File: config.mk
export PLATFORM = sky130hd
export DESIGN_NAME = iso_split_seq
export DESIGN_NICKNAME = d
export VERILOG_FILES = /design/src/logic/sync_fifo.v /design/src/logic/irq_threshold.v /design/src/logic/iso_split_seq.v
export VERILOG_INCLUDE_DIRS = /design/src /design/src/logic
export SDC_FILE = /design/constraint.sdc
export NUM_CORES = 1
export LEC_CHECK = 0
export ABC_AREA = 1
export BUFFER_PORTS_ARGS = -buffer_cell sky130_fd_sc_hd__buf_2
export CORE_UTILIZATION = 50
export CTS_CLUSTER_DIAMETER = 150
export DETAILED_ROUTE_END_ITERATION = 16
export GPL_TIMING_DRIVEN = 0
export PLACE_DENSITY = 0.71
export SYNTH_ARGS = -nofsm -noshare
export SYNTH_HDL_FRONTEND = slang
export SYNTH_SLANG_ARGS = --single-unit
File: constraint.sdc
create_clock -name clk -period 8.85 [get_ports clk]
set_input_delay 0.885 -clock clk [delete_from_list [all_inputs] [get_ports clk]]
set_output_delay 0.885 -clock clk [all_outputs]
set_load 0.01 [all_outputs]
File: src/logic/iso_split_map.vh
// constants for the isochronous split sequencer
`ifndef ISO_SPLIT_MAP_VH
`define ISO_SPLIT_MAP_VH
`define UFRAMES_PER_FRAME 4'd8
`define ITHRESH_RESET 8'h08
`define ST_DO_START 1'b0
`define ST_DO_COMPLETE 1'b1
`define TEST_OFF 3'h0
`define TEST_J 3'h1
`define TEST_K 3'h2
`define TEST_SE0_NAK 3'h3
`define TEST_PACKET 3'h4
`define TEST_FORCE_EN 3'h5
`define RSP_NONE 2'h0
`define RSP_NYET 2'h1
`define RSP_MDATA 2'h2
`define RSP_DATA 2'h3
`define SITD_W 24
`define F_ACTIVE 23
`define F_STATE 22
`define F_BPT 21
`define F_IOC 20
`define F_SMASK_HI 19
`define F_SMASK_LO 12
`define F_CMASK_HI 11
`define F_CMASK_LO 4
`define F_XFER_HI 3
`define F_XFER_LO 0
`endif

File: src/logic/sync_fifo.v
// small synchronous fifo with valid/ready on both sides
module sync_fifo #(
    parameter WIDTH = 24,
    parameter DEPTH = 4,
    parameter AW = 2
) (
    // clock and reset
    input wire clk,
    input wire reset,
    // fill side
    input wire in_valid,
    output wire in_ready,
    input wire [WIDTH-1:0] in_data,
    // drain side
    output wire out_valid,
    input wire out_ready,
    output wire [WIDTH-1:0] out_data
);
    reg [WIDTH-1:0] mem [0:DEPTH-1];
    reg [AW-1:0] wp_q;
    reg [AW-1:0] rp_q;
    reg [AW:0] cnt_q;
    wire push = in_valid && in_ready;
    wire pop = out_valid && out_ready;
    assign in_ready = (cnt_q != DEPTH[AW:0]);
    assign out_valid = (cnt_q != {(AW+1){1'b0}});
    assign out_data = mem[rp_q];
    always @(posedge clk) begin
        if (push) begin
            mem[wp_q] <= in_data;
        end
    end
    always @(posedge clk or posedge reset) begin
        if (reset) begin
            wp_q <= {AW{1'b0}};
            rp_q <= {AW{1'b0}};
            cnt_q <= {(AW+1){1'b0}};
        end else begin
            if (push) begin
                wp_q <= (wp_q == DEPTH[AW-1:0] - 1'b1) ? {AW{1'b0}} : wp_q + 1'b1;
            end
            if (pop) begin
                rp_q <= (rp_q == DEPTH[AW-1:0] - 1'b1) ? {AW{1'b0}} : rp_q + 1'b1;
            end
            if (push && !pop) begin
                cnt_q <= cnt_q + 1'b1;
            end else if (pop && !push) begin
                cnt_q <= cnt_q - 1'b1;
            end
        end
    end
endmodule

File: src/logic/irq_threshold.v
// holds completion interrupts until the threshold interval closes
module irq_threshold (
    // clock and reset
    input wire clk,
    input wire reset,
    // timing and control
    input wire uframe_tick,
    input wire [7:0] threshold,
    input wire irq_enable,
    // events
    input wire completion,
    output reg irq_q
);
    reg [7:0] cnt_q;
    reg pend_q;
    wire close = uframe_tick && (cnt_q + 8'h01 >= threshold);
    always @(posedge clk or posedge reset) begin
        if (reset) begin
            cnt_q <= 8'h00;
            pend_q <= 1'b0;
            irq_q <= 1'b0;
        end else begin
            irq_q <= 1'b0;
            if (close) begin
                cnt_q <= 8'h00;
            end else if (uframe_tick) begin
                cnt_q <= cnt_q + 8'h01;
            end
            // a completion in the closing cycle waits for the next interval
            if (close) begin
                irq_q <= pend_q && irq_enable;
                pend_q <= completion;
            end else if (completion) begin
                pend_q <= 1'b1;
            end
        end
    end
endmodule

File: src/logic/iso_split_seq.v
// isochronous split sequencer with port test control and deferred interrupts
`include "iso_split_map.vh"
module iso_split_seq #(
    parameter FIFO_DEPTH = 4
) (
    // clock and reset
    input wire clk,
    input wire reset,
    // schedule entry fetch: current and previous siTD
    input wire entry_valid,
    output reg entry_ready_q,
    input wire [`SITD_W-1:0] cur_entry,
    input wire [`SITD_W-1:0] prev_entry,
    // microframe timing
    input wire [2:0] uframe,
    input wire uframe_tick,
    // transaction translator handshake
    output reg start_split_q,
    output reg complete_split_q,
    output reg use_prev_q,
    input wire rsp_valid,
    input wire [1:0] rsp_code,
    // write back stream
    output reg wb_valid_q,
    input wire wb_ready,
    output reg [`SITD_W-1:0] wb_data_q,
    output reg wb_is_prev_q,
    // control
    input wire run_control,
    input wire controller_reset,
    input wire device_mode,
    input wire [2:0] port_test_sel,
    input wire [7:0] irq_threshold_in,
    input wire threshold_write,
    input wire irq_enable,
    // status
    output reg controller_halted_flag_q,
    output reg [2:0] test_active_q,
    output reg sof_enable_q,
    output reg retired_q,
    output reg [7:0] irq_threshold_q,
    output reg irq_q
);
    localparam S_IDLE = 3'd0;
    localparam S_EVAL = 3'd1;
    localparam S_PREV = 3'd2;
    localparam S_WAIT = 3'd3;
    localparam S_WB = 3'd4;
    reg [2:0] st_q;
    reg [`SITD_W-1:0] cur_q;
    reg [`SITD_W-1:0] prev_q;
    reg on_prev_q;
    reg completion_q;
    wire irq_w;
    wire fifo_in_ready;
    wire fifo_out_valid;
    wire [`SITD_W:0] fifo_out_data;
    // output word refills only once the drain side has taken it
    wire wb_load = fifo_out_valid && (!wb_valid_q || wb_ready);
    reg push_q;
    reg [`SITD_W:0] push_data_q;
    wire [7:0] smask = cur_q[`F_SMASK_HI:`F_SMASK_LO];
    wire [7:0] cmask = cur_q[`F_CMASK_HI:`F_CMASK_LO];
    wire [7:0] pcmask = prev_q[`F_CMASK_HI:`F_CMASK_LO];
    wire [7:0] ubit = 8'h01 << uframe;
    // back pointer used only from current entry, never from previous
    wire need_prev = cur_q[`F_STATE] == `ST_DO_COMPLETE &&
        ((uframe == 3'd0 && !cur_q[`F_BPT]) || (uframe == 3'd1 && !smask[0]));
    // write back passes through the fifo so memory stalls back up the sequencer
    sync_fifo #(.WIDTH(`SITD_W + 1), .DEPTH(FIFO_DEPTH), .AW($clog2(FIFO_DEPTH))) wb_fifo (
        .clk(clk),
        .reset(reset),
        .in_valid(push_q),
        .in_ready(fifo_in_ready),
        .in_data(push_data_q),
        .out_valid(fifo_out_valid),
        .out_ready(wb_load),
        .out_data(fifo_out_data)
    );
    irq_threshold irq_unit (
        .clk(clk),
        .reset(reset),
        .uframe_tick(uframe_tick),
        .threshold(irq_threshold_q),
        .irq_enable(irq_enable),
        .completion(completion_q),
        .irq_q(irq_w)
    );
    always @(posedge clk or posedge reset) begin
        if (reset) begin
            wb_valid_q <= 1'b0;
            wb_data_q <= {`SITD_W{1'b0}};
            wb_is_prev_q <= 1'b0;
            irq_q <= 1'b0;
        end else begin
            if (wb_load) begin
                wb_valid_q <= 1'b1;
                wb_data_q <= fifo_out_data[`SITD_W-1:0];
                wb_is_prev_q <= fifo_out_data[`SITD_W];
            end else if (wb_ready) begin
                wb_valid_q <= 1'b0;
            end
            irq_q <= irq_w;
        end
    end
    always @(posedge clk or posedge reset) begin
        if (reset) begin
            irq_threshold_q <= `ITHRESH_RESET;
            controller_halted_flag_q <= 1'b1;
            test_active_q <= `TEST_OFF;
            sof_enable_q <= 1'b0;
        end else begin
            if (threshold_write) begin
                irq_threshold_q <= (irq_threshold_in == 8'h00) ? 8'h01 : irq_threshold_in;
            end
            controller_halted_flag_q <= !run_control && st_q == S_IDLE;
            if (controller_reset) begin
                test_active_q <= `TEST_OFF;
            end else if (port_test_sel != `TEST_OFF && port_test_sel <= `TEST_FORCE_EN
                    && (!device_mode || run_control)) begin
                test_active_q <= port_test_sel;
            end
            sof_enable_q <= (test_active_q == `TEST_FORCE_EN) ? run_control
                : (run_control && test_active_q == `TEST_OFF);
        end
    end
    always @(posedge clk or posedge reset) begin
        if (reset) begin
            st_q <= S_IDLE;
            cur_q <= {`SITD_W{1'b0}};
            prev_q <= {`SITD_W{1'b0}};
            on_prev_q <= 1'b0;
            entry_ready_q <= 1'b0;
            start_split_q <= 1'b0;
            complete_split_q <= 1'b0;
            use_prev_q <= 1'b0;
            retired_q <= 1'b0;
            completion_q <= 1'b0;
            push_q <= 1'b0;
            push_data_q <= {(`SITD_W+1){1'b0}};
        end else begin
            entry_ready_q <= 1'b0;
            start_split_q <= 1'b0;
            complete_split_q <= 1'b0;
            completion_q <= 1'b0;
            push_q <= 1'b0;
            case (st_q)
                S_IDLE: begin
                    if (run_control && test_active_q == `TEST_OFF && entry_valid && fifo_in_ready) begin
                        entry_ready_q <= 1'b1;
                        cur_q <= cur_entry;
                        prev_q <= prev_entry;
                        on_prev_q <= 1'b0;
                        st_q <= S_EVAL;
                    end
                end
                S_EVAL: begin
                    use_prev_q <= 1'b0;
                    if (!cur_q[`F_ACTIVE]) begin
                        st_q <= S_IDLE;
                    end else if (need_prev) begin
                        if (prev_q[`F_ACTIVE] && prev_q[`F_STATE] == `ST_DO_COMPLETE && (pcmask & ubit) != 8'h00) begin
                            complete_split_q <= 1'b1;
                            use_prev_q <= 1'b1;
                            on_prev_q <= 1'b1;
                            st_q <= S_WAIT;
                        end else begin
                            st_q <= S_PREV;
                        end
                    end else if (cur_q[`F_STATE] == `ST_DO_START) begin
                        if ((smask & ubit) != 8'h00) begin
                            start_split_q <= 1'b1;
                            cur_q[`F_STATE] <= `ST_DO_COMPLETE;
                            st_q <= S_WB;
                        end else begin
                            st_q <= S_IDLE;
                        end
                    end else if ((cmask & ubit) != 8'h00) begin
                        complete_split_q <= 1'b1;
                        st_q <= S_WAIT;
                    end else begin
                        st_q <= S_IDLE;
                    end
                end
                S_PREV: begin
                    // previous already retired: current goes back to start
                    if (!prev_q[`F_ACTIVE]) begin
                        retired_q <= 1'b1;
                        cur_q[`F_STATE] <= `ST_DO_START;
                        st_q <= S_WB;
                    end else begin
                        st_q <= S_IDLE;
                    end
                end
                S_WAIT: begin
                    if (rsp_valid) begin
                        use_prev_q <= 1'b0;
                        if (on_prev_q) begin
                            if (rsp_code == `RSP_MDATA) begin
                                prev_q[`F_XFER_HI:`F_XFER_LO] <= prev_q[`F_XFER_HI:`F_XFER_LO] + 4'h1;
                                push_data_q <= {1'b1, prev_q[`SITD_W-1:`F_XFER_HI+1],
                                    prev_q[`F_XFER_HI:`F_XFER_LO] + 4'h1};
                                push_q <= 1'b1;
                                st_q <= S_IDLE;
                            end else if (rsp_code == `RSP_DATA) begin
                                push_data_q <= {1'b1, 1'b0, prev_q[`SITD_W-2:`F_XFER_HI+1],
                                    prev_q[`F_XFER_HI:`F_XFER_LO] + 4'h1};
                                push_q <= 1'b1;
                                completion_q <= prev_q[`F_IOC];
                                retired_q <= 1'b1;
                                cur_q[`F_STATE] <= `ST_DO_START;
                                st_q <= S_WB;
                            end else begin
                                st_q <= S_IDLE;
                            end
                        end else if (rsp_code == `RSP_DATA) begin
                            cur_q[`F_XFER_HI:`F_XFER_LO] <= cur_q[`F_XFER_HI:`F_XFER_LO] + 4'h1;
                            cur_q[`F_STATE] <= `ST_DO_START;
                            cur_q[`F_ACTIVE] <= 1'b0;
                            completion_q <= cur_q[`F_IOC];
                            st_q <= S_WB;
                        end else if (rsp_code == `RSP_MDATA) begin
                            cur_q[`F_XFER_HI:`F_XFER_LO] <= cur_q[`F_XFER_HI:`F_XFER_LO] + 4'h1;
                            st_q <= S_WB;
                        end else begin
                            st_q <= S_IDLE;
                        end
                    end else if (uframe_tick) begin
                        // a silent translator must not hold the schedule past its microframe
                        use_prev_q <= 1'b0;
                        st_q <= S_IDLE;
                    end
                end
                S_WB: begin
                    if (fifo_in_ready && !push_q) begin
                        push_q <= 1'b1;
                        push_data_q <= {1'b0, cur_q};
                        st_q <= S_IDLE;
                    end
                end
                default: begin
                    st_q <= S_IDLE;
                end
            endcase
        end
    end
endmodule

### Yosys cells after proc, flatten, opt, wreduce, memory -nomap -nowiden

Memory sizes are Yosys's and may differ from the RTL's. A register that Yosys moved wholly into a read port is not among the register bits.
Index checks and enable logic that the tools add are counted.
W data, S select, Z words.

| storage, ports and cells | value |
|---|---|
| bits in registers | 116 |
| bits in writable memories | 100 |
| input bits | 75 |
| output and inout port bits | 45 |
| word-level logic and storage cells | 234 |
| memories kept | 1 |

Memory list:

| name | words | bits a word | read ports | clocked after memory_dff | write ports | RTL line | source |
|---|---|---|---|---|---|---|---|
| wb_fifo.mem | 4 | 25 | 1 | 1 | 1 | sync_fifo.v:19 | `reg [WIDTH-1:0] mem [0:DEPTH-1];` |

| operators by class | value |
|---|---|
| add/sub/neg operators | 7 |
| magnitude comparators | 2 |
| eq/ne operators | 28 |
| shift operators | 1 |
| mux-type cells | 104 |
| bitwise operators | 3 |
| reductions and logical operators | 60 |

Operators by type and width:

| cell | number |
|---|---|
| $mux W25 | 5 |
| $mux W1 | 54 |
| $mux W3 | 18 |
| $pmux W25 S2 | 1 |
| $mux W4 | 8 |
| $reduce_and A5 Y1 | 5 |
| $and A8 B8 Y8 | 3 |
| $mux W24 | 1 |
| $mux W8 | 3 |
| $ne A2 B2 Y1 const B | 12 |
| $reduce_bool A8 Y1 | 3 |
| $reduce_bool A2 Y1 | 10 |
| $logic_and A1 B1 Y1 | 19 |
| $pmux W4 S2 | 2 |
| $ne A3 B3 Y1 const B | 5 |
| $pmux W3 S5 | 1 |
| $mux W2 | 5 |
| $pmux W1 S2 | 5 |
| $logic_not A3 Y1 | 3 |
| $reduce_and A9 Y1 | 1 |
| $add A4 B1 Y4 const B | 2 |
| $add A8 B1 Y8 const B | 1 |
| $eq A2 B2 Y1 const B | 4 |
| $ge A8 B8 Y1 | 1 |
| 18 further kinds | 33 |

### Logic depth before layout (Yosys ltp)

Gate-level depths: netlist of run 1.

| depth | value |
|---|---|
| word-level depth | 8 |
| depth in mapped cells | 14 |
| mapped depth without buffers | 14 |

### Cells and area by module

Synthesis of run 1 repeated with hierarchy kept, for this count alone.

| second synthesis, totals | value |
|---|---|
| cells, all modules | 1087 |
| area total of the unflattened synthesis | 10817.9 um^2 |

By module, submodules not included:

| module | instances | cells each | area an instance (um^2) | seq. area each (um^2) |
|---|---|---|---|---|
| iso_split_seq | 1 | 621 | 5570.3 | 3105.5 |
| sync_fifo | 1 | 351 | 4441.8 | 3178.0 |
| irq_threshold | 1 | 115 | 805.8 | 250.2 |

### Worst setup path after synthesis of run 1

Ideal clock, no wire load.

| timing path | value |
|---|---|
| path kind | input-to-reg |
| from | input port wb_ready |
| to | register wb_fifo.cnt_q[1] |
| library setup time | 0.125 ns |
| arrival | 2.460 ns |
| data required time | 8.725 ns |
| slack | 6.266 ns |
| stages on the path | 8 |
| path buffers | 1 |
| cell sequence | nor2_1 > a21oi_2 > clkbuf_1 > inv_1 > ha_1 > inv_1 > fa_1 > mux2_2 |

| between the ends | value |
|---|---|
| word-level cells in the longest chain between the ends | 6 |
| elaborated cells on any way between the ends | 8 |
| those cells by class | mux (1); reduce/logical (7) |

RTL lines:

| what | RTL line | source |
|---|---|---|
| from (decl) | iso_split_seq.v:25 | `input wire wb_ready,` |
| $logic_or A1 B1 Y1 * | iso_split_seq.v:59 | `wire wb_load = fifo_out_valid && (!wb_valid_q \|\| wb_ready);` |
| $logic_and A1 B1 Y1 * | iso_split_seq.v:59 |  |
| $logic_and A1 B1 Y1 * | sync_fifo.v:24 | `wire pop = out_valid && out_ready;` |
| $logic_not A1 Y1 | sync_fifo.v:45 | `if (push && !pop) begin` |
| $logic_and A1 B1 Y1 | sync_fifo.v:45 |  |
| $mux W3 / $reduce_bool A2 Y1 (equally long branches) | - |  |
| to (signal assigned) | sync_fifo.v:37 | `cnt_q <= {(AW+1){1'b0}};` |
| to (signal assigned) | sync_fifo.v:46 | `cnt_q <= cnt_q + 1'b1;` |
| to (signal assigned) | sync_fifo.v:48 | `cnt_q <= cnt_q - 1'b1;` |
| to (decl) | sync_fifo.v:22 | `reg [AW:0] cnt_q;` |

Mark *: on every way between the ends. The rest lies on a longest branch, timed or not.
A chain may end at the register's enable or synchronous reset.

### Worst setup path after layout of run 1

| timing path | value |
|---|---|
| from | register wb_fifo.cnt_q[0] |
| to | register wb_fifo.cnt_q[1] |

| between the ends | value |
|---|---|
| word-level cells in the longest chain between the ends | 6 |
| elaborated cells on any way between the ends | 14 |
| those cells by class | add/sub (2); eq/ne (1); mux (2); reduce/logical (9) |

RTL lines:

| what |
|---|
| parallel branches: the longest is 6 deep, another holds $sub A3 B1 Y3 |

Several ways; the timed one is not identified. The select of a mux whose other input is x is not followed.

==> results.json, run 1 <==
{
  "outcome": "finished, final reports clean",
  "fin_area_sq_um": 12200,
  "drv_cap": 0,
  "place_hpwl_um": 16900,
  "min_period_over_period": 0.315,
  "vias_per_cell": 5.28,
  "syn2layout_area_growth_pct": 18.4,
  "cpMostUsedCell": "inv_1",
  "m1WireLength_um": 10500,
  "root_buffer": "clkbuf_16",
  "cts_buffers": 26,
  "grt_first_pass_wirelength_um": 39000,
  "pwr-share-clk": 0.286,
  "die_x_um": 146,
  "cts_max_path_buffers": 3,
  "die_h_um": 146,
  "met2WireLength_um": 11500,
  "critPathKind": "reg2reg",
  "diodes": 0,
  "topRoutingLayerUsed": "met4",
  "ant_nets": 0,
  "switching_share": 0.344,
  "hold_path_class": "reg2reg",
  "fillers": 1698,
  "ios": 120,
  "cpMaxStageDelayCell": "a21oi_2",
  "grt-ovfl-total": 0,
  "tritoncts": "done",
  "synthesis.nets": 1141,
  "skew_ns": 0.0113,
  "groute.usage.overall": 0.231,
  "worst_setup_path_start_kind": "flip-flop",
  "antenna_found_initial": 0,
  "power_frac_seq": 0.451,
  "wl_met3_um": 1330,
  "postCtsResizedCells": 0,
  "drt_wl_total_um": 23900,
  "final_cells": 1488,
  "p_per_area_nw_per_um2": 305,
  "netlist_area_sq_um": 10300,
  "portBuffers": 118,
  "finalSetupTns_ns": 0,
  "clock-sinks": 241,
  "worst_pin_slew_ns": 0.872,
  "drive_gt1_frac": 0.162,
  "ctsHoldBuffers": 0,
  "hold_viol_final": 0,
  "slew_viol_final": 0,
  "via_count": 7852,
  "fmax_ghz": 0.359,
  "htree_levels": 1,
  "ys_warn_count": 0,
  "drtPass1Iterations": 7,
  "synth.avg_cell_area_sq_um": 9.87,
  "die_area_sq_um": 21300,
  "ys_seq_elements": 241,
  "grt_max_degree": 85,
  "leakage_nw": 5.38,
  "core_area_sq_um": 20200,
  "switchingPower_w": 0.00128,
  "finalSetupViolations": 0,
  "start_util": 0.511,
  "drc": 0,
  "post_dp_cell_area_sq_um": 11400,
  "first_global_vias": 7717,
  "std_cell_rows": 52,
  "wl_per_cell_um": 16.1,
  "p_comb_frac": 0.262,
  "synthTopCellsByArea": "dfrtp_1 34%, edfxtp_1 29%, nand2_1 7.5%, nor2_1 6.5%, o21ai_0 5.0%",
  "netlist_instances": 1048,
  "crit_required_ns": 9.26,
  "ir_drop_uv": 158,
  "total_power_w": 0.00373,
  "cts.clk_slew.worst_paths_ns": 0.06,
  "clock_latency_ns": 0.52,
  "yosysTopAreaCell": "dfrtp_1",
  "path_max_fanout": 10,
  "yosysUniqueCellTypes": 40,
  "cp-end-kind": "flip-flop",
  "final_core_util": 0.605,
  "drtIter0Drc": 545,
  "post_cts_buffers": 0,
  "rsz0062_at_grt": "no",
  "yosysTopAreaCellShare": 0.336,
  "path_cells": "nor2_1 -> a21oi_2 -> clkbuf_1 -> inv_1 -> ha_1 -> inv_1 -> fa_1 -> mux2_2",
  "max_stage_delay_ns": 0.53,
  "gp_routability_congestion": 0.909,
  "p_int_w": 0.00245,
  "worstPathArrival_ns": 3.19,
  "slew_headroom": 0.417,
  "dp_cells": 1440,
  "ys_seq_area_frac": 0.632,
  "fin_crit_ns": 2.79,
  "final_nets": 1291
}
## per-stage QoR
stage	worst slack, ns	hold WS (ns)
detailed placement	5.54	0.342
global placement	2.37	0.336
CTS	6.00	0.353
finish	6.06	0.349
floorplan	4.19	0.331
global route	5.85	0.365
## synthesized netlist by cell type, drive strengths merged
| library cell | instances |
|---|---|
| o31ai | 2 |
| mux2i | 3 |
| nand3b | 2 |
| edfxtp | 100 |
| mux2 | 1 |
| buf | 14 |
| dfstp | 2 |
| a22oi | 1 |
| inv | 70 |
| o21ai | 103 |
| xor2 | 9 |
| a31oi | 48 |
| nor2 | 182 |
| nand2b | 1 |
| clkbuf | 34 |
| nand4 | 21 |
| a211oi | 1 |
| clkinv | 1 |
| ha | 17 |
| nor4 | 2 |
| o22ai | 2 |
| nor3 | 1 |
| a31o | 1 |
| nand3 | 57 |
| and3b | 1 |
| fa | 1 |
| xnor2 | 3 |
| o21a | 1 |
| dfrtp | 139 |
| a21o | 1 |
| nand2 | 209 |
| a21oi | 18 |
## cells in the final DEF, fill, tap and decap left out, types with 41 or more instances in the layout
cell type	n
nor2_1	174
nand3_1	57
clkbuf_1	41
inv_1	66
dfrtp_1	139
a31oi_1	48
buf_2	128
edfxtp_1	100
nand2_1	207
o21ai_0	103
## per-layer routing
layer,track usage,vias to the layer above
met3,0.0298,43
met1,0.306,3712
met4,0.0753,0
li1,-,3844
met2,0.395,253
met5,0,-
## power groups by stage
| stage | Sequential [W] | Combinational [W] | Clock [W] |
|---|---|---|---|
| 5_1_grt | 0.00171 | 0.00112 | 0.00113 |
| 2_1_floorplan | 0.00165 | 0.000652 | 0 |
| 4_1_cts | 0.00168 | 0.000992 | 0.00108 |
| 6_report | 0.00168 | 0.000978 | 0.00107 |
| 3_3_place_gp | 0.00169 | 0.000942 | 0 |
| 3_5_place_dp | 0.00170 | 0.000986 | 0 |
## registers in the layout, indices dropped and copies added (netlist names), 2 cells and up
register / cells
irq_unit.cnt_q: 8
wb_fifo.wp_q: 2
wb_fifo.rp_q: 2
push_data_q: 25
cur_q: 24
st_q: 3
test_active_q: 3
wb_fifo.cnt_q: 3
prev_q: 24
wb_fifo.mem: 100
wb_data_q: 24
irq_threshold_q: 8
## area by class of cell
cell class | instances | area [sq um] | area share
flip-flops and latches | 241 | 6530 | 0.534
multi-input cells | 688 | 3340 | 0.272
clock buffers | 40 | 785 | 0.0641
repair buffers | 122 | 688 | 0.0562
well taps | 270 | 338 | 0.0276
inverters | 71 | 272 | 0.0222
plain buffers | 48 | 219 | 0.0179
clock inverters | 8 | 71.3 | 0.00583
## worst max-delay path, delay by kind of cell, from the launching register on
kind	cells	cell delay [ns]
muxes	1	0.27
and+or+nand+nor	1	0.09
AOI/OAI and AO/OA	1	0.53
buffers and inverters	3	0.76
adders and majority gates	2	0.62
DFF	1	0.41
## cells by family after synthesis
family,synth area share
AO/OA/AOI/OAI,0.0957
XOR/XNOR,0.0102
adder cells (fa/ha/maj),0.0225
buffers and inverters,0.0470
flip-flops,0.632
multiplexers,0.00399
AND/OR/NAND/NOR,0.189
## path summary, 6_finish.rpt
path / from / endpoint / slack, ns / cells after the start
max: wb_fifo.cnt_q[0]$_DFFE_PP0P_ / wb_fifo.cnt_q[1]$_DFFE_PP0P_ / 6.06 / 8
max in group asynchronous: reset / wb_data_q[0]$_DFFE_PP0P_ / 7.62 / 3
min: irq_unit.irq_q$_DFF_PP0_ / irq_q$_DFF_PP0_ / 0.35 / 0
max reg2reg: wb_fifo.cnt_q[0]$_DFFE_PP0P_ / wb_fifo.cnt_q[1]$_DFFE_PP0P_ / 6.06 / 8
min in group asynchronous: reset / irq_threshold_q[1]$_DFFE_PP0P_ / 0.42 / 2
min reg2reg: irq_unit.irq_q$_DFF_PP0_ / irq_q$_DFF_PP0_ / 0.35 / 0
Power figures use the tool's default switching activity.
==> run 2: changes to the inputs <==
--- a/config.mk
+++ b/config.mk
@@ -12,7 +12,7 @@
 export CTS_CLUSTER_DIAMETER = 150
 export DETAILED_ROUTE_END_ITERATION = 16
 export GPL_TIMING_DRIVEN = 0
-export PLACE_DENSITY = 0.71
+export PLACE_DENSITY = 0.74
 export SYNTH_ARGS = -nofsm -noshare
 export SYNTH_HDL_FRONTEND = slang
 export SYNTH_SLANG_ARGS = --single-unit
==> constraint.sdc (replaced) <==
create_clock -name clk -period 2.5 [get_ports clk]
set_input_delay 0.25 -clock clk [delete_from_list [all_inputs] [get_ports clk]]
set_output_delay 0.25 -clock clk [all_outputs]
set_load 0.01 [all_outputs]
==> results.json, run 2 (synthesis results as in run 1) <==
{
  "hold_path_class": "in2reg",
  "drive_gt1_frac": 0.171,
  "finalSetupViolations": 0,
  "finalSetupTns_ns": 0,
  "switchingPower_w": 0.00468,
  "drc": 0,
  "worst_setup_path_start_kind": "flip-flop",
  "cpMaxStageDelayCell": "fa_1",
  "clock_latency_ns": 0.53,
  "hp-start": "irq_threshold_in[0]",
  "tritoncts": "done",
  "die_h_um": 146,
  "ir_drop_uv": 682,
  "fillers": 1595,
  "via_count": 8202,
  "antenna_found_initial": 0,
  "reg_top3": "wb_fifo.mem (100), push_data_q (25)",
  "fmax_ghz": 0.407,
  "multiInputGateArea_sq_um": 3390,
  "max_stage_delay_ns": 0.45,
  "hold_end": "irq_threshold_q[0]$_DFFE_PP0P_",
  "die_x_um": 146,
  "drv_cap": 0,
  "start_util": 0.511,
  "hold_slack_ns": 0.0214,
  "clock-sinks": 241,
  "path_max_fanout": 10,
  "drtPass1Iterations": 5,
  "power_frac_seq": 0.441,
  "r2r_start": "wb_fifo.cnt_q[1]$_DFFE_PP0P_",
  "place_hpwl_um": 17400,
  "gp_routability_congestion": 0.901,
  "drt_wl_total_um": 25300,
  "p_per_area_nw_per_um2": 1040,
  "cp-end-kind": "flip-flop",
  "grt_first_pass_wirelength_um": 41100,
  "final_cell_mix": "206 x nand2_1, 170 x nor2_1, 138 x dfrtp_1",
  "ant_nets": 0,
  "worstPathArrival_ns": 2.84,
  "outcome": "finished, final reports clean",
  "slew_headroom": 0.616,
  "layout_commonest_cell": "nand2_1",
  "crit_required_ns": 2.89,
  "final_core_util": 0.640,
  "grt-ovfl-total": 0,
  "ios": 120,
  "p_comb_frac": 0.270,
  "reg2reg_slack_ns": 0.05,
  "switching_share": 0.346,
  "first_global_vias": 8101,
  "leakage_nw": 5.66,
  "slew_viol_final": 0,
  "min_period_over_period": 0.982,
  "die_area_sq_um": 21300,
  "drtIter0Drc": 619,
  "root_buffer": "clkbuf_16",
  "r2r_cells": 10,
  "htree_levels": 1,
  "vias_per_cell": 5.31,
  "fin_crit_ns": 2.45,
  "regMostFlops": "wb_fifo.mem",
  "cts_max_path_buffers": 3,
  "skew_ns": 0.0128,
  "hold_viol_final": 0,
  "pwr-share-clk": 0.289,
  "path_cells": "nor2_2 -> a21oi_4 -> clkbuf_2 -> inv_1 -> ha_1 -> inv_1 -> fa_1 -> a21oi_1 -> o21ai_0 -> xor2_1",
  "worst_pin_slew_ns": 0.576,
  "wl_per_cell_um": 16.4,
  "cpMostUsedCell": "inv_1",
  "p_int_w": 0.00884,
  "final_nets": 1351,
  "diodes": 0,
  "cts.clk_slew.worst_paths_ns": 0.07,
  "grt_max_degree": 44,
  "syn2layout_area_growth_pct": 25.3,
  "rr_endpoint": "wb_fifo.cnt_q[2]$_DFFE_PP0P_",
  "std_cell_rows": 52,
  "portBuffers": 118,
  "critPathKind": "reg2reg",
  "cts_buffers": 25,
  "seq_area_sq_um": 6540,
  "largest_reg_flops": 100,
  "groute.usage.overall": 0.243,
  "core_area_sq_um": 20200,
  "min_path_cells": 3
}
[run 2: changes by cell type in the layout (fill, tap and decap cells not counted), moves of 2 or more]
cell and change:
dlygate4sd3_1 +53, clkbuf_1 -8, buf_12 +4, clkinvlp_4 +4
nor2_1 -4, nor2_4 +4, buf_4 +3, bufinv_16 +3
clkbuf_8 -3, clkbuf_16 -2
[run 2: what timing repair did]
action	CTS	global route
pin swaps	1	1
setup endpoints to repair	102	11
endpoints found under the hold margin	69	0
hold buffers	53	0
cloned	0	0
resized for setup	8	8
setup buffers	1	3
[run 2: worst max path at each step]
| stage | from | end | slack (ns) |
|---|---|---|---|
| 2_1_floorplan | wb_fifo.cnt_q[0]$_DFFE_PP0P_ | wb_fifo.mem[0][0]$_DFFE_PP_ | 0.05 |
| 3_3_place_gp | wb_fifo.cnt_q[0]$_DFFE_PP0P_ | wb_fifo.mem[1][24]$_DFFE_PP_ | -1.22 |
| 3_5_place_dp | wb_fifo.cnt_q[0]$_DFFE_PP0P_ | wb_fifo.mem[1][23]$_DFFE_PP_ | -0.32 |
| 4_1_cts | wb_fifo.cnt_q[0]$_DFFE_PP0P_ | wb_fifo.cnt_q[2]$_DFFE_PP0P_ | 0.06 |
| 5_1_grt | wb_fifo.cnt_q[0]$_DFFE_PP0P_ | wb_fifo.cnt_q[2]$_DFFE_PP0P_ | -0.12 |
| 6_report | wb_fifo.cnt_q[1]$_DFFE_PP0P_ | wb_fifo.cnt_q[2]$_DFFE_PP0P_ | 0.05 |
[run 2: metrics by stage]
| step | cells | cell area (sq um) | setup slack [ns] | power (W) |
|---|---|---|---|---|
| 6_report | 1546 | 13000 | 0.0456 | 0.0135 |
| 5_1_grt | 1546 | 13000 | -0.124 | 0.0143 |
| 4_1_cts | 1543 | 12900 | 0.0559 | 0.0135 |
| 3_5_place_dp | 1444 | 11500 | -0.319 | 0.00952 |
| 3_3_place_gp | 1436 | 11300 | -1.22 | 0.00930 |
| 2_1_floorplan | 1048 | 10300 | 0.0534 | 0.00814 |
[run 2: area by class of cell]
type                    count  area share
inverters                  71      0.0209
repair buffers            183       0.103
clock inverters            17      0.0155
clock buffers              28      0.0515
plain buffers              48      0.0170
well taps                 270      0.0261
flip-flops and latches    241       0.504
multi-input cells         688       0.262
[run 2: power groups by stage]
stage | combinational, W | clock, W | sequential, W
final | 0.00365 | 0.00390 | 0.00597
after global routing | 0.00416 | 0.00410 | 0.00608
after CTS | 0.00362 | 0.00394 | 0.00594
after detailed placement | 0.00351 | 0 | 0.00601
after global placement | 0.00335 | 0 | 0.00596
after floorplan | 0.00231 | 0 | 0.00583
[run 2: worst max-delay path: cells and delay by family, from the launching register on]
kind            cells  cell delay (ns)
flops               1             0.41
simple gates        1             0.21
buf+inv             3             0.47
compound gates      3             0.46
fa+ha+maj           2             0.60
xor+xnor            1             0.16
[run 2: layer usage]
layer / up-vias / part of all wire / routed length [um] / GRT usage
met4: 0 / 0.023 / 573 / 0.0584
met2: 255 / 0.49 / 12500 / 0.422
li1: 3951 / - / - / -
met1: 3949 / 0.43 / 10900 / 0.323
met5: - / 0 / 0 / 0
met3: 47 / 0.054 / 1360 / 0.0345
==> run 3: changes to the inputs <==
--- a/config.mk
+++ b/config.mk
@@ -12,7 +12,9 @@
 export CTS_CLUSTER_DIAMETER = 150
 export DETAILED_ROUTE_END_ITERATION = 16
 export GPL_TIMING_DRIVEN = 0
+export MAX_ROUTING_LAYER = met4
 export PLACE_DENSITY = 0.74
+export RECOVER_POWER = 50
 export SYNTH_ARGS = -nofsm -noshare
 export SYNTH_HDL_FRONTEND = slang
 export SYNTH_SLANG_ARGS = --single-unit
==> results.json, run 3 (synthesis results as in run 1) <==
{
  "outcome": "finished with violations",
  "violations": "max-capacitance violations, max-slew violations",
  "ios": 120,
  "cts_max_path_buffers": 3,
  "clock_latency_ns": 0.53,
  "path_max_fanout": 7,
  "die_area_sq_um": 21300,
  "finalSetupViolations": 0,
  "final_cells": 1547,
  "start_util": 0.511,
  "portBuffers": 118,
  "grt_max_degree": 42,
  "min_period_over_period": 0.922,
  "drive_gt1_frac": 0.129,
  "core_area_sq_um": 20200,
  "final_core_util": 0.638,
  "hold_path_class": "in2reg",
  "ant_nets": 0,
  "first_global_vias": 8355,
  "antenna_found_initial": 0,
  "skew_ns": 0.0140,
  "layout_commonest_cell": "nand2_1",
  "crit_required_ns": 2.91,
  "ir_drop_uv": 660,
  "p_per_area_nw_per_um2": 1060,
  "hold_viol_final": 0,
  "place_ws_ns": -0.235,
  "final_nets": 1351,
  "die_x_um": 146,
  "groute.usage.overall": 0.257,
  "total_power_w": 0.0137,
  "cts_buffers": 25,
  "worst_slack_ns": 0.195,
  "cp-end-kind": "flip-flop",
  "worst_setup_path_start_kind": "flip-flop",
  "place_hpwl_um": 17100,
  "slew_headroom": -0.00532,
  "die_h_um": 146,
  "vias_per_cell": 5.36,
  "worst_pin_slew_ns": 1.50,
  "regMostFlops": "wb_fifo.mem",
  "diodes": 0,
  "largest_reg_flops": 100,
  "fmax_ghz": 0.434,
  "dp_cells": 1442,
  "syn2layout_area_growth_pct": 24.8,
  "drtIter0Drc": 631,
  "final_cell_mix": "206 x nand2_1, 171 x nor2_1, 138 x dfrtp_1",
  "gp_routability_congestion": 0.895,
  "htree_levels": 1,
  "tritoncts": "done",
  "wl_per_cell_um": 16.8,
  "critPathKind": "reg2reg",
  "drt_wl_total_um": 25900,
  "reg_top3": "wb_fifo.mem (100), push_data_q (25)",
  "clock-sinks": 241,
  "std_cell_rows": 52,
  "hold_slack_ns": 0.0177,
  "leakage_nw": 5.51,
  "grt_first_pass_wirelength_um": 42100,
  "via_count": 8298,
  "worstPathArrival_ns": 2.72,
  "slew_viol_final": 5,
  "root_buffer": "clkbuf_16",
  "grt-ovfl-total": 0,
  "drc": 0,
  "drv_cap": 1,
  "fin_crit_ns": 2.30,
  "drtPass1Iterations": 5,
  "cts.clk_slew.worst_paths_ns": 0.06
}
## run 3: area by class of cell
cell class	count	area (sq um)
plain buffers	47	214
clock buffers	34	729
clock inverters	12	193
fillers	1617	7330
inverters	71	268
multi-input cells	689	3400
flip-flops and latches	241	6540
well taps	270	338
repair buffers	183	1230
## run 3: repair_timing
| action | 4_1_cts | 5_1_grt |
|---|---|---|
| hold buffers | 55 | 0 |
| pin swaps | 2 | 2 |
| buffers inserted | 1 | 3 |
| cloned | 1 | 0 |
| gates resized for setup | 6 | 8 |
| setup endpoints to repair | 102 | 43 |
| endpoints found under the hold margin | 80 | 0 |
## run 3: power breakdown
part / leakage, nW / internal (W) / switching, W
sequential: 2.57 / 0.00514 / 0.000846
combinational: 2.50 / 0.00128 / 0.00230
clock: 0.450 / 0.00256 / 0.00155
total: 5.51 / 0.00898 / 0.00470
## run 3: path summary, 6_finish.rpt
path,startpoint,end,slack [ns],cells past startpoint
hold / removal,cur_entry[23],cur_q[23]$_DFFE_PP0P_,0.02,3
setup / recovery,irq_unit.cnt_q[0]$_DFFE_PP0P_,irq_unit.cnt_q[6]$_DFFE_PP0P_,0.20,15
hold reg to reg,irq_unit.irq_q$_DFF_PP0_,irq_q$_DFF_PP0_,0.36,0
min in group asynchronous,reset,wb_fifo.rp_q[0]$_DFFE_PP0P_,0.60,3
max in group asynchronous,reset,cur_q[5]$_DFFE_PP0P_,0.50,5
setup reg to reg,irq_unit.cnt_q[0]$_DFFE_PP0P_,irq_unit.cnt_q[6]$_DFFE_PP0P_,0.20,15
## run 3: routing by layer
metal | global-route usage | vias up | part of all wire
met5 | - | - | 0
met1 | 0.337 | 4010 | 0.42
met3 | 0.0317 | 49 | 0.058
met4 | 0.0711 | 0 | 0.023
li1 | - | 3966 | -
met2 | 0.425 | 273 | 0.50
## run 3: per-stage QoR
step,area [sq um],TNS [ns]
floorplan,10300,0
global placement,11300,-188.88
detailed placement,11400,-15.56
CTS,12900,0
global route,12900,-0.0263
finish,12900,0
## run 3: critical path: stages (launching register included)
cell,delay [ns]
dfrtp_2,0.40
ha_2,0.20
nand3_2,0.10
nor2_1,0.13
nand2_1,0.10
xor2_2,0.15
inv_1,0.06
ha_1,0.27
nand2_1,0.07
nor2_2,0.13
nand4_1,0.11
nand4_1,0.09
buf_4,0.15
nor2_1,0.05
a21oi_1,0.12
inv_1,0.05
